===== config.mk =====
export PLATFORM = sky130hd
export DESIGN_NAME = hspc_strap_config
export DESIGN_NICKNAME = d
export VERILOG_FILES = /design/src/shared/hspc_pkg.sv /design/src/rtl/hspc_strap_config.sv /design/src/rtl/hspc_sync.sv
export SDC_FILE = /design/constraint.sdc
export NUM_CORES = 1
export LEC_CHECK = 0
export BUFFER_PORTS_ARGS = -buffer_cell sky130_fd_sc_hd__buf_2
export CELL_PAD_IN_SITES_DETAIL_PLACEMENT = 1
export CELL_PAD_IN_SITES_GLOBAL_PLACEMENT = 2
export CORE_MARGIN = 5
export CORE_UTILIZATION = 29
export CTS_CLUSTER_DIAMETER = 80
export DETAILED_ROUTE_END_ITERATION = 6
export MAX_ROUTING_LAYER = met4
export PLACE_DENSITY_LB_ADDON = 0.1
export SLEW_MARGIN = 20
export SYNTH_ARGS = -nofsm -noshare
export SYNTH_HDL_FRONTEND = slang
export SYNTH_SLANG_ARGS = --single-unit
export TNS_END_PERCENT = 1

===== constraint.sdc =====
create_clock -name I_MCLK -period 3.43 [get_ports I_MCLK]
set_clock_uncertainty 0.05 [all_clocks]
set_input_delay 0.5145 -clock I_MCLK [delete_from_list [all_inputs] [get_ports I_MCLK]]
set_output_delay 0.5145 -clock I_MCLK [all_outputs]
set_load 0.03 [all_outputs]

===== src/shared/hspc_pkg.sv =====
// Functional notes
// - Names ending _n are active low.
// - Port 0 line strap: 0 enabled, 1 disabled.
// - Both port 0 straps high select HSIC.
// - Port 3 disabled only when both straps high.
// - Port 4 disabled only when both straps high.
// - Optional upstream and port 1 swap.
// - Chip enable low selects; high in power-down.
// - Speed strap 0 gives 30MHz, 1 gives 60MHz.
// - Speed strap 1: pin released in suspend.
// - Speed strap 0: pin driven low in suspend.
package hspc_pkg;
    localparam logic       STRAP_ENABLED   = 1'h0;
    localparam logic       STRAP_DISABLED  = 1'h1;
    localparam logic       SPD_STRAP_30MHZ = 1'h0;
    localparam logic       SPD_STRAP_60MHZ = 1'h1;
    localparam int         SPI_RATE_LOW_MHZ  = 30;
    localparam int         SPI_RATE_HIGH_MHZ = 60;
    localparam logic [6:0] STRAP_RESET     = 7'h00;
    localparam int         STRAP_WIDTH     = 7;
    localparam int         BIT_P0_POS      = 0;
    localparam int         BIT_P0_NEG      = 1;
    localparam int         BIT_P3_POS      = 2;
    localparam int         BIT_P3_NEG      = 3;
    localparam int         BIT_P4_POS      = 4;
    localparam int         BIT_P4_NEG      = 5;
    localparam int         BIT_SPD         = 6;
    localparam logic [1:0] SYNC_FILL_COUNT = 2'h2;
endpackage


===== src/rtl/hspc_strap_config.sv =====
`timescale 1ns/1ps
module hspc_strap_config
    import hspc_pkg::*;
(
    input  wire logic I_MCLK,
    input  wire logic I_SRST,
    input  wire logic I_PORT0_POS_DISABLE_STRAP,
    input  wire logic I_PORT0_NEG_DISABLE_STRAP,
    input  wire logic I_PORT3_POS_DISABLE_STRAP,
    input  wire logic I_PORT3_NEG_DISABLE_STRAP,
    input  wire logic I_PORT4_POS_DISABLE_STRAP,
    input  wire logic I_PORT4_NEG_DISABLE_STRAP,
    input  wire logic I_SPI_RATE_SELECT_STRAP,
    input  wire logic I_SWAP_ENABLE,
    input  wire logic I_SPI_ENABLE,
    input  wire logic I_POWER_DOWN,
    input  wire logic I_SUSPEND,
    input  wire logic I_SPI_SELECT,
    output logic      O_CONFIG_VALID,
    output logic      O_PORT0_POS_ENABLE,
    output logic      O_PORT0_NEG_ENABLE,
    output logic      O_PORT0_HSIC_MODE,
    output logic      O_PORT3_ENABLE,
    output logic      O_PORT4_ENABLE,
    output logic      O_SPI_RATE_60MHZ,
    output logic      O_UPSTREAM_ON_PORT1_PINS,
    output logic      O_PORT1_ON_UPSTREAM_PINS,
    output logic      O_SPI_CE_N,
    output logic      O_SPI_RATE_SELECT_STRAP_O,
    output logic      O_SPI_RATE_SELECT_STRAP_OE
);
    logic [STRAP_WIDTH-1:0] strap_pins;
    logic [STRAP_WIDTH-1:0] strap_sync;
    logic [STRAP_WIDTH-1:0] strap;
    logic [STRAP_WIDTH-1:0] next_strap;
    logic                   in_reset;
    logic                   next_in_reset;
    logic                   valid;
    logic                   next_valid;
    logic                   swap;
    logic                   next_swap;
    logic                   ce_n;
    logic                   next_ce_n;
    logic                   spd_o;
    logic                   next_spd_o;
    logic                   spd_oe;
    logic                   next_spd_oe;

    assign strap_pins = {I_SPI_RATE_SELECT_STRAP,
                         I_PORT4_NEG_DISABLE_STRAP, I_PORT4_POS_DISABLE_STRAP,
                         I_PORT3_NEG_DISABLE_STRAP, I_PORT3_POS_DISABLE_STRAP,
                         I_PORT0_NEG_DISABLE_STRAP, I_PORT0_POS_DISABLE_STRAP};

    hspc_sync #(
        .WIDTH   (STRAP_WIDTH)
    ) u_sync (
        .i_clk   (I_MCLK),
        .i_srst  (I_SRST),
        .i_async (strap_pins),
        .o_sync  (strap_sync)
    );

    // The synchroniser is flushed by reset, so capture waits until it refills.
    logic [1:0] fill;
    logic [1:0] next_fill;

    always_comb begin
        next_strap    = strap;
        next_valid    = valid;
        next_in_reset = 1'h0;
        next_fill     = fill;
        if (I_SRST) begin
            next_in_reset = 1'h1;
            next_valid    = 1'h0;
            next_fill     = 2'h0;
            next_strap    = STRAP_RESET;
        end else if (!valid) begin
            if (fill == SYNC_FILL_COUNT) begin
                next_strap = strap_sync;
                next_valid = 1'h1;
            end else begin
                next_fill = fill + 2'h1;
            end
        end
    end

    always_ff @(posedge I_MCLK) begin
        strap    <= next_strap;
        valid    <= next_valid;
        in_reset <= next_in_reset;
        fill     <= next_fill;
    end

    // Pin controls follow their inputs one edge later and sit in their safe state in reset.
    always_comb begin
        next_swap   = I_SRST ? 1'h0 : I_SWAP_ENABLE;
        // Select is active low; power-down parks it high while SPI is enabled.
        next_ce_n   = 1'h1;
        next_spd_o  = 1'h0;
        next_spd_oe = 1'h0;
        if (!I_SRST) begin
            if (I_SPI_ENABLE && I_POWER_DOWN) begin
                next_ce_n = 1'h1;
            end else begin
                next_ce_n = !(I_SPI_ENABLE && I_SPI_SELECT);
            end
            if (valid && I_SUSPEND) begin
                next_spd_oe = (strap[BIT_SPD] == SPD_STRAP_30MHZ);
                next_spd_o  = 1'h0;
            end
        end
    end

    always_ff @(posedge I_MCLK) begin
        swap   <= next_swap;
        ce_n   <= next_ce_n;
        spd_o  <= next_spd_o;
        spd_oe <= next_spd_oe;
    end

    // Decodes stay low until capture, so nothing downstream acts on flushed straps.
    assign O_CONFIG_VALID     = valid;
    assign O_PORT0_POS_ENABLE = valid && (strap[BIT_P0_POS] == STRAP_ENABLED);
    assign O_PORT0_NEG_ENABLE = valid && (strap[BIT_P0_NEG] == STRAP_ENABLED);
    assign O_PORT0_HSIC_MODE  = valid && (strap[BIT_P0_POS] == STRAP_DISABLED)
                                      && (strap[BIT_P0_NEG] == STRAP_DISABLED);
    assign O_PORT3_ENABLE     = valid && !((strap[BIT_P3_POS] == STRAP_DISABLED)
                                      && (strap[BIT_P3_NEG] == STRAP_DISABLED));
    assign O_PORT4_ENABLE     = valid && !((strap[BIT_P4_POS] == STRAP_DISABLED)
                                      && (strap[BIT_P4_NEG] == STRAP_DISABLED));
    assign O_SPI_RATE_60MHZ   = valid && (strap[BIT_SPD] == SPD_STRAP_60MHZ);
    assign O_UPSTREAM_ON_PORT1_PINS   = swap;
    assign O_PORT1_ON_UPSTREAM_PINS   = swap;
    assign O_SPI_CE_N                 = ce_n;
    assign O_SPI_RATE_SELECT_STRAP_O  = spd_o;
    assign O_SPI_RATE_SELECT_STRAP_OE = spd_oe;
endmodule // hspc_strap_config


===== src/rtl/hspc_sync.sv =====
`timescale 1ns/1ps
module hspc_sync
    import hspc_pkg::*;
#(
    parameter int WIDTH = 7
) (
    input  wire logic             i_clk,
    input  wire logic             i_srst,
    input  wire logic [WIDTH-1:0] i_async,
    output logic      [WIDTH-1:0] o_sync
);
    logic [WIDTH-1:0] meta;
    logic [WIDTH-1:0] next_meta;
    logic [WIDTH-1:0] next_sync;

    always_comb begin
        next_meta = i_async;
        next_sync = meta;
        if (i_srst) begin
            next_meta = STRAP_RESET;
            next_sync = STRAP_RESET;
        end
    end

    always_ff @(posedge i_clk) begin
        meta   <= next_meta;
        o_sync <= next_sync;
    end
endmodule // hspc_sync


# == Word level (Yosys, flattened, before mapping) ==
# Cells that the tools add are included.
# op_classes
n_bitwise,6
n_eq_ne,1
mux,2
n_reduce_logical,19
n_addsub,1
# op_table
cell,n
$logic_and A1 B1 Y1,12
$not A1 Y1,6
$reduce_and A2 Y1,2
$reduce_or A2 Y1,2
$logic_not A1 Y1,3
$add A2 B1 Y2 const B,1
$eq A2 B2 Y1 const B,1
$mux W1,2
# totals
inputBits,14
reg_bits,27
wordCells,37

# == Depth between registers and ports, before layout ==
# Gate-level depths: netlist of run 1.
# logic_depth
depth_word,3
depth_mapped,5

# == By module ==
# A second synthesis of run 1 with hierarchy kept.
# unflattened
cells_unflattened,92
hier_area_um2,1009.7
# by_module_without_submodules
module,cells_per_inst,area_per_inst_um2,seq_area_each_um2,instances
hspc_strap_config,63,601.8,260.2,1
hspc_sync,29,407.9,280.3,1

# == Worst setup path before layout of run 1 ==
# OpenSTA, ideal clock, no wires.
# synth_path
path_type,register to output
start,"register valid, in the netlist O_CONFIG_VALID"
end,output port O_PORT3_ENABLE
path_slack_ps,1198
stages_incl_launch_ff,4
arrival_time_ps,1667
path_buffers,2
path_cell_list,dfxtp_1 buf_4 clkbuf_1 a21boi_0
# synth_via
elab_chain_cells,1
# synth_rtl
item,line_no,source
from (decl),hspc_strap_config.sv:38,logic valid;
from (signal assigned),hspc_strap_config.sv:89,valid <= next_valid;
$logic_and A1 B1 Y1,hspc_strap_config.sv:127,assign O_PORT3_ENABLE = valid && !((strap[BIT_P3_POS] == STRAP_DISABLED)
to (decl),hspc_strap_config.sv:23,"output logic O_PORT3_ENABLE,"
# Every way passes these cells.

# == Final worst setup path of run 1 ==
# layout_path
start,"register valid, in the netlist O_CONFIG_VALID"
end,output port O_PORT4_ENABLE
# layout_via
elab_chain_cells,1
# layout_rtl
item,line_no,source
$logic_and A1 B1 Y1,hspc_strap_config.sv:129,assign O_PORT4_ENABLE = valid && !((strap[BIT_P4_POS] == STRAP_DISABLED)
to (decl),hspc_strap_config.sv:24,"output logic O_PORT4_ENABLE,"
# Every way passes these cells.

==> impl_metrics.py, run 1 <==
metrics = {
    "outcome": {
        "status": "complete, no violations",
    },
    "final_layout": {
        "drive_above_1_share_pct": 26.79,
        "stdcell_area_um2": 1131,
        "final_common_cell": "dfxtp_1",
        "syn_to_final_growth_pct": 15.01,
        "final_cell_mix": "dfxtp_1 (27), buf_2 (24), nor2b_1 (17), nand2b_1 (7), nand4bb_1 (6)",
        "final_core_util_pct": 34.16,
        "nets": 128,
        "num_antenna_cells": 0,
    },
    "hold_path": {
        "hp-class": "in2reg",
        "worstHoldPathCells": 2,
        "holdPathEnd": "O_SPI_CE_N",
        "holdCritStartpoint": "I_SPI_SELECT",
    },
    "sta": {
        "timing.final.ws_setup_ns": 1.441,
        "rsz0062_at_grt": "false",
        "hold_violations": 0,
        "max_slew.worst_pin.slew_ns": 0.5261,
        "final.setup.tns_ns": 0,
        "final-setup-viol-count": 0,
        "finalCritPeriodShare_pct": 57.99,
        "max_freq_mhz": 502.7,
        "period_needed_ns": 1.989,
        "maxSlewHeadroom_pct": 64.92,
        "slew_viol_final": 0,
    },
    "yosys": {
        "ys_ff_latch": 27,
        "ys_seq_area_share_pct": 54.96,
        "yosysWarnings": 0,
        "netlist_top_cells_area": "dfxtp_1 (55%), nor2b_1 (11%), nand4bb_1 (6.9%)",
        "synth_fp_nets": 107,
        "yosysTopAreaCellShare_pct": 54.96,
        "synth_cell_types": 23,
        "syn_inst": 92,
        "synth_top_area_cell": "dfxtp_1",
        "netlist_area_um2": 983.4,
        "syn_avg_cell_area_um2": 10.69,
    },
    "global_route": {
        "grt.overflow.total": 0,
        "grt_max_degree": 35,
        "antenna_found_initial": 0,
        "grt_pass1_wl_um": 2870,
        "grt.total_usage_pct": 8.618,
        "grt_pass1_vias": 669,
    },
    "placed_design": {
        "dp_hpwl_um": 1120,
        "io_buffer_count": 24,
        "place_area_um2": 1104,
        "place.gp.congestion": 0.6409,
        "post-place-ws_ns": 1.788,
    },
    "critical_path": {
        "crit_type": "reg2out",
        "critPathLaunchType": "flip-flop",
        "rrSetupSlack_ns": 1.96,
        "cp_max_fo": 21,
        "timing.rr.end": "strap[0]",
        "crit_arrival_ns": 1.42,
        "cp.required_ns": 2.87,
        "end_kind": "output port",
        "r2r_cells": 4,
        "r2r-start": "fill[0]",
    },
    "floorplan": {
        "start_util_pct": 29.71,
        "row_count": 21,
        "die_height_um": 68.24,
        "chipWidth_um": 68.24,
        "fp.dieArea_um2": 4656,
        "core-area_um2": 3311,
        "io_pins": 26,
    },
    "clocking": {
        "clock_path_buffers": 2,
        "cts-hold-fix-buffers": 0,
        "cts_sinks": 27,
        "cts_resized": 0,
        "numCtsBuffers": 3,
        "tritoncts": "built",
        "clk_pin_slew_ns": 0.14,
        "h-tree-depth": 1,
        "clockRootBuffer": "clkbuf_4",
        "clock_latency_ns": 0.32,
        "post-cts-setup-buffer-count": 0,
    },
    "route": {
        "viasPerCell": 4.101,
        "vias": 648,
        "drt_iter0_drc": 51,
        "ant_nets": 0,
        "drc_errors": 0,
        "routedWlPerCell_um": 10.54,
        "wirelength_um": 1666,
        "firstDrtPassIters": 2,
    },
    "power": {
        "netSwitchingFraction_pct": 31.67,
        "vdd_ir_drop_max_mv": 0.1305,
        "switchingPower_mw": 0.2087,
        "power.internal_mw": 0.4501,
        "p_clk_share_pct": 20.9,
        "power_density_nw_per_um2": 582.5,
        "seqPwrFrac_pct": 55.1,
        "power_frac_comb_pct": 24.0,
        "leakage_nw": 0.4688,
    },
    "job": {
        "drv_cap": 0,
    },
}
-- sequential cells by signal, indices dropped and copies added, names as in the netlist --
signal,count
u_sync.o_sync,7
O_SPI_CE_N,1
O_SPI_RATE_SELECT_STRAP_OE,1
fill,2
strap,7
O_CONFIG_VALID,1
u_sync.meta,7
O_PORT1_ON_UPSTREAM_PINS,1
-- through the flow --
step | hold WS (ns) | std cells | power [mW]
after floorplan | 0.3638 | 92 | 0.5023
after global placement | 0.3717 | 154 | 0.5277
after detailed placement | 0.3782 | 154 | 0.5331
after CTS | 0.2925 | 158 | 0.6749
after global routing | 0.3149 | 158 | 0.7050
final | 0.3100 | 158 | 0.6588
-- cells in the mapped netlist --
library cell  number
a21oi_1            2
or4bb_1            1
conb_1             1
a21boi_0           2
nand2b_1           7
buf_4              3
ha_1               1
buf_2              1
and3_1             1
nor2_1             3
nand4bb_1          6
nand3_1            1
inv_1              1
and2b_2            1
clkbuf_1           2
and2_1             1
o21ai_0            5
buf_6              2
or3_1              2
o21ai_1            4
nor4bb_2           1
nor2b_1           17
dfxtp_1           27
-- layout make-up --
type                            instances  area [um^2]
Tap cell                               46        57.56
Sequential cell                        27        540.5
Multi-Input combinational cell         56        381.6
Clock buffer                            3        22.52
Clock inverter                          1        5.005
Timing Repair Buffer                   24        120.1
Fill cell                             395         2180
Inverter                                1        3.754
-- cells by family after synthesis --
| kind of cell | count (synthesis) | share of synthesized area (%) |
|---|---|---|
| adder cells (fa/ha/maj) | 1 | 1.272 |
| buffers and inverters | 9 | 6.233 |
| AO/OA/AOI/OAI | 13 | 7.124 |
| other | 1 | 0.3813 |
| AND/OR/NAND/NOR | 41 | 30.03 |
| flip-flops | 27 | 54.96 |
-- per-layer routing --
| metal | track usage [%] | routed length, um | vias up |
|---|---|---|---|
| li1 | - | - | 340 |
| met2 | 13.00 | 740 | 19 |
| met4 | 5.211 | 23 | 0 |
| met1 | 10.40 | 832 | 285 |
| met5 | - | 0 | - |
| met3 | 1.970 | 69 | 4 |
-- how the worst max path moves through the flow --
stage / start / endpoint / slack, ns / cells past startpoint
final: O_CONFIG_VALID / O_PORT4_ENABLE / 1.44 / 2
after CTS: O_CONFIG_VALID / O_PORT3_ENABLE / 1.40 / 2
after detailed placement: O_CONFIG_VALID / O_PORT3_ENABLE / 1.79 / 2
after global placement: O_CONFIG_VALID / O_PORT3_ENABLE / 1.80 / 2
after global routing: O_CONFIG_VALID / O_PORT4_ENABLE / 1.23 / 2
after floorplan: O_CONFIG_VALID / O_PORT3_ENABLE / 1.20 / 3
-- power by group through the flow --
stage          Clock (mW)  Combinational, mW  Sequential (mW)
4_1_cts             0.149              0.162            0.364
3_5_place_dp            0              0.162            0.371
2_1_floorplan           0              0.135            0.367
6_report            0.138              0.158            0.363
5_1_grt             0.160              0.175            0.370
3_3_place_gp            0              0.158            0.370
-- worst max-delay path: stages, from the launching register on --
cell and delay (ns):
dfxtp_1 0.67, a21boi_0 0.22, buf_2 0.22
No activity file was read; power rests on OpenSTA's default activity.
==> inputs of run 2 (changes only) <==
- clock period: 3.43 -> 1.9 ns (I/O delays scaled with it)
==> run 2 against run 1 <==
Against the previous run: via count increased by 3.4%; clock power increased by 88%; total power increased by 83%; hold slack got worse by 0.25 ns; global-route usage about the same; register-to-register slack got worse by 1.6 ns; non-clock buffer count unchanged; sequential cell count unchanged; die area unchanged; combinational power increased by 80%; sequential share of layout area decreased by 0.10 points; utilization increased by 0.15 points; largest cell class unchanged.
==> impl_metrics.py, run 2 (synthesis results as in run 1) <==
metrics = {
    "global_route": {
        "antenna_found_initial": 0,
        "grt_pass1_vias": 690,
        "grt.overflow.total": 0,
        "grt.total_usage_pct": 8.621,
        "grt_pass1_wl_um": 2891,
        "grt_max_degree": 35,
    },
    "route": {
        "drc_errors": 0,
        "ant_nets": 0,
        "vias": 670,
        "viasPerCell": 4.241,
        "wirelength_um": 1680,
        "drt_iter0_drc": 30,
        "routedWlPerCell_um": 10.63,
        "firstDrtPassIters": 2,
    },
    "critical_path": {
        "rrSetupSlack_ns": 0.41,
        "crit_arrival_ns": 1.27,
        "cp_max_fo": 21,
        "critPathLaunchType": "flip-flop",
        "crit_type": "reg2out",
        "cp.required_ns": 1.56,
        "end_kind": "output port",
    },
    "power": {
        "power_density_nw_per_um2": 1060,
        "vdd_ir_drop_max_mv": 0.5153,
        "leakage_nw": 0.4698,
    },
    "clocking": {
        "clk_pin_slew_ns": 0.15,
        "clockRootBuffer": "clkbuf_4",
        "h-tree-depth": 1,
        "clock_latency_ns": 0.33,
        "clock_path_buffers": 2,
        "cts_sinks": 27,
        "post-cts-setup-buffer-count": 0,
        "cts-hold-fix-buffers": 0,
        "numCtsBuffers": 3,
        "tritoncts": "built",
    },
    "sta": {
        "maxSlewHeadroom_pct": 64.99,
        "max_slew.worst_pin.slew_ns": 0.5252,
        "final-setup-viol-count": 0,
        "worst_hold_slack_ns": 0.06013,
        "finalCritPeriodShare_pct": 84.44,
        "max_freq_mhz": 623.3,
        "rsz0062_at_grt": "false",
        "hold_violations": 0,
        "period_needed_ns": 1.604,
        "slew_viol_final": 0,
    },
    "floorplan": {
        "core-area_um2": 3311,
        "chipWidth_um": 68.24,
        "fp.dieArea_um2": 4656,
        "die_height_um": 68.24,
        "start_util_pct": 29.71,
        "io_pins": 26,
        "row_count": 21,
    },
    "outcome": {
        "status": "complete, no violations",
    },
    "hold_path": {
        "hp-class": "in2reg",
    },
    "final_layout": {
        "fillerInstances": 405,
        "num_antenna_cells": 0,
        "final_cell_mix": "dfxtp_1 (26), buf_2 (24), nor2b_1 (17), nand2b_1 (7), nand4bb_1 (6)",
        "syn_to_final_growth_pct": 15.52,
        "drive_above_1_share_pct": 27.68,
        "stdcell_area_um2": 1136,
        "final_common_cell": "dfxtp_1",
        "largestRegisters": "strap: 7 flops, u_sync.meta: 7 flops, u_sync.o_sync: 7 flops",
        "nets": 128,
    },
    "placed_design": {
        "io_buffer_count": 24,
        "dp_hpwl_um": 1191,
        "place.gp.congestion": 0.6405,
        "place_area_um2": 1104,
    },
    "job": {
        "drv_cap": 0,
    },
}
## run 2: cell types whose count changed in the layout (fill, tap and decap cells not counted)
cell / change
clkinv_2: -1
dfxtp_1: -1
dfxtp_2: +1
inv_6: +1
## run 2: final cells by class
cell class	count	area, um^2	share of cell area (%)
Timing Repair Buffer	24	120.1	10.57
Clock inverter	1	8.758	0.7709
Sequential cell	27	541.8	47.69
Clock buffer	3	22.52	1.982
Inverter	1	3.754	0.3304
Multi-Input combinational cell	56	381.6	33.59
Tap cell	46	57.56	5.066
## run 2: per-layer routing
| metal | share of wire (%) | track usage [%] | up-vias | wire, um |
|---|---|---|---|---|
| met1 | 44 | 8.809 | 306 | 747 |
| met2 | 47 | 14.92 | 20 | 789 |
| li1 | - | - | 342 | - |
| met5 | 0 | - | - | 0 |
| met4 | 0.54 | 2.233 | 0 | 9 |
| met3 | 8.0 | 3.941 | 2 | 134 |
## run 2: what timing repair did
item / in CTS / in global routing
endpoints found under the setup margin: 0 / 4
gates resized for setup: 0 / 1
hold endpoints to repair: 0 / 0
## run 2: final timing paths
path                  start          endpoint  cells after the start
min            I_SPI_SELECT        O_SPI_CE_N                      2
max          O_CONFIG_VALID    O_PORT3_ENABLE                      2
min reg2reg  u_sync.meta[2]  u_sync.o_sync[2]                      1
max reg2reg         fill[0]          strap[0]                      4
## run 2: worst max-delay path, cell delays in order, from the launching register on
cell,delay (ns)
dfxtp_2,0.53
a21boi_0,0.20
buf_2,0.22
## run 2: stage by stage
stage          setup TNS [ns]  utilization [%]  total power, mW  instances  setup WS [ns]
2_1_floorplan         -0.2042                -           0.9069         92        -0.1021
3_3_place_gp                0            33.33           0.9502        154         0.4944
3_5_place_dp                0            33.33           0.9656        154         0.4308
4_1_cts                     0            34.28            1.233        158        0.06380
5_1_grt                     0            34.32            1.284        158         0.1451
6_report                    0            34.32            1.205        158         0.2956
## run 2: where the power goes
| part | switching, mW | internal, mW |
|---|---|---|
| logic | 0.167 | 0.118 |
| registers | 0.0427 | 0.617 |
| clock network | 0.174 | 0.0859 |
| total | 0.384 | 0.821 |
==> inputs of run 3 (changes only) <==
- ABC_AREA: not set -> 1
- CORE_UTILIZATION: 29 -> 25
- clock period: 1.9 -> 1.35 ns (I/O delays scaled with it)
==> run 3 against run 2 <==
Against the previous run: sequential power grew 55%; wire length grew 14%; worst setup slack got worse by 0.22 ns; global-route usage down 0.27 points; critical path depth rose by 1; synthesized area increased by 3.4%; synthesized cell count is 38% higher; first-iteration DRC count fell by 23%; sequential share of layout area shrank 4.4 points; final cell count increased by 28%; combinational power increased by 150%; critical path type unchanged; highest routed layer unchanged.
==> impl_metrics.py, run 3 <==
metrics = {
    "yosys": {
        "synth_top_flop_cell": "dfxtp_1",
        "synth_top_area_cell": "dfxtp_1",
        "yosys-top-cells-count": "nor2_1 (34), dfxtp_1 (27), inv_1 (25), nand2_1 (14)",
        "netlist_top_cells_area": "dfxtp_1 (53%), nor2_1 (13%), inv_1 (9.2%)",
        "synth_edf_count": 0,
        "synth_cell_types": 18,
        "yosysMostFrequentCell": "nor2_1",
        "yosysWarnings": 0,
        "yosysTopAreaCellShare_pct": 53.14,
        "syn_avg_cell_area_um2": 8.010,
        "ys_seq_area_share_pct": 53.14,
        "ys_ff_latch": 27,
        "netlist_area_um2": 1017,
        "synthArstFlopShare_pct": 0,
        "synth_fp_nets": 142,
        "syn_inst": 127,
    },
    "placed_design": {
        "dp_hpwl_um": 1491,
        "place.gp.congestion": 0.6583,
        "io_buffer_count": 24,
    },
    "critical_path": {
        "timing.rr.end": "fill[0]",
        "cpPeakStageDelay_ns": 0.41,
        "end_kind": "output port",
        "r2r_cells": 6,
        "critPathSlowestCell": "dfxtp_4",
        "crit_cells": 3,
        "r2r-start": "fill[0]",
        "critPathLaunchType": "flip-flop",
        "rrSetupSlack_ns": 0.14,
        "worstPathCellList": "inv_6 -> nor2_2 -> clkbuf_4",
        "crit_start": "O_CONFIG_VALID",
        "crit_arrival_ns": 1.03,
        "endpoint": "O_PORT0_NEG_ENABLE",
        "cp_num_buf_inv": 2,
        "cp_max_fo": 12,
        "cp.required_ns": 1.10,
        "crit_type": "reg2out",
        "cp_top_family": "flip-flops",
    },
    "route": {
        "wirelength_um": 1919,
        "vias": 775,
        "drc_errors": 0,
        "viasPerCell": 3.837,
        "drt_iter0_drc": 23,
        "firstDrtPassIters": 2,
        "ant_nets": 0,
        "routedWlPerCell_um": 9.500,
    },
    "global_route": {
        "grt_pass1_wl_um": 3360,
        "grt_max_degree": 15,
        "grt.total_usage_pct": 8.350,
        "antenna_found_initial": 0,
        "grt_pass1_vias": 788,
        "grt.overflow.total": 0,
    },
    "clocking": {
        "h-tree-depth": 1,
        "numCtsBuffers": 3,
        "tritoncts": "built",
        "cts-hold-fix-buffers": 0,
        "clk_pin_slew_ns": 0.09,
        "clock_latency_ns": 0.27,
        "clockRootBuffer": "clkbuf_8",
        "clock_path_buffers": 2,
        "cts_sinks": 27,
    },
    "sta": {
        "final-setup-viol-count": 0,
        "period_needed_ns": 1.279,
        "rsz0062_at_grt": "false",
        "max_freq_mhz": 781.7,
        "finalCritPeriodShare_pct": 94.76,
        "hold_violations": 0,
        "slew_viol_final": 0,
        "final.setup.tns_ns": 0,
    },
    "final_layout": {
        "nets": 168,
        "final_common_cell": "nor2_1",
        "num_antenna_cells": 0,
        "syn_to_final_growth_pct": 23.74,
        "final_cell_mix": "nor2_1 (31), dfxtp_1 (26), inv_1 (25), buf_2 (19), nand2_1 (14)",
        "drive_above_1_share_pct": 31.58,
        "final_core_util_pct": 31.70,
        "largestRegisters": "strap: 7 flops, u_sync.meta: 7 flops, u_sync.o_sync: 7 flops",
    },
    "floorplan": {
        "fp.dieArea_um2": 5444,
        "chipWidth_um": 73.79,
        "core-area_um2": 3971,
        "row_count": 23,
        "io_pins": 26,
        "start_util_pct": 25.61,
        "die_height_um": 73.79,
    },
    "power": {
        "vdd_ir_drop_max_mv": 0.3437,
        "leakage_nw": 0.6045,
        "power_density_nw_per_um2": 1725,
    },
    "outcome": {
        "status": "complete, no violations",
    },
    "job": {
        "drv_cap": 0,
    },
    "hold_path": {
        "hp-class": "in2reg",
        "holdCritStartpoint": "I_SPI_SELECT",
    },
}
## run 3: cell type report
cell class	instances	area (um^2)
multi-input combinational	67	341.6
inverter	27	106.4
sequential	27	544.3
fill	498	2713
tap	50	62.56
clock buffer	4	45.04
timing repair buffer	27	158.9
## run 3: report_power, final
part / switching, mW / total [mW] / internal (mW) / leakage, nW
logic: 0.432 / 0.703 / 0.271 / 0.358
clock network: 0.238 / 0.449 / 0.211 / 0.0228
registers: 0.0955 / 1.02 / 0.923 / 0.223
total: 0.765 / 2.17 / 1.41 / 0.605
## run 3: logic make-up (layout without fill, tap and decap cells)
kind of cell,count (synthesis),in the layout,share of synthesized area [%]
and+or+nand+nor,63,63,28.78
adders and majority gates,1,1,1.230
DFF,27,27,53.14
buffers and inverters,33,58,15.50
AOI/OAI and AO/OA,2,2,0.9840
other,1,1,0.3686
## run 3: worst register-to-register path, stage by stage (launching register included)
cell,delay [ns]
dfxtp_1,0.36
inv_1,0.05
ha_1,0.22
nor2_1,0.24
nand2_1,0.08
nand2_1,0.07
nor2_1,0.04
## run 3: metrics by stage
step           instances  total power [mW]  area, um^2  setup slack, ns  hold slack [ns]
6_report             202             2.171        1259          0.07078          0.06720
5_1_grt              202             2.344        1259         0.002352          0.06476
4_1_cts              201             2.187        1232         0.003135          0.05722
3_5_place_dp         197             1.699        1175           0.1257           0.3463
3_3_place_gp         197             1.672        1175           0.2020           0.3409
2_1_floorplan        127             1.563        1033           0.1068           0.2366
## run 3: metal layers
layer | vias up | global-route usage (%) | part of all wire, %
met5 | - | - | 0
met4 | 0 | 4.829 | 2.0
met3 | 6 | 2.052 | 4.7
met2 | 18 | 13.09 | 48
met1 | 341 | 9.627 | 45
li1 | 410 | - | -
## run 3: how the worst min path moves through the flow
stage / endpoint / depth (start not counted)
final: O_SPI_CE_N / 2
after global routing: u_sync.meta[1] / 3
after CTS: O_SPI_CE_N / 2
after detailed placement: O_SPI_CE_N / 2
after global placement: O_SPI_CE_N / 3
after floorplan: O_SPI_CE_N / 1
## run 3: repair_timing
item	CTS	global route
gates cloned	0	0
buffers inserted	0	1
endpoints found under the setup margin	5	5
gates resized for setup	5	6
endpoints found under the hold margin	0	0
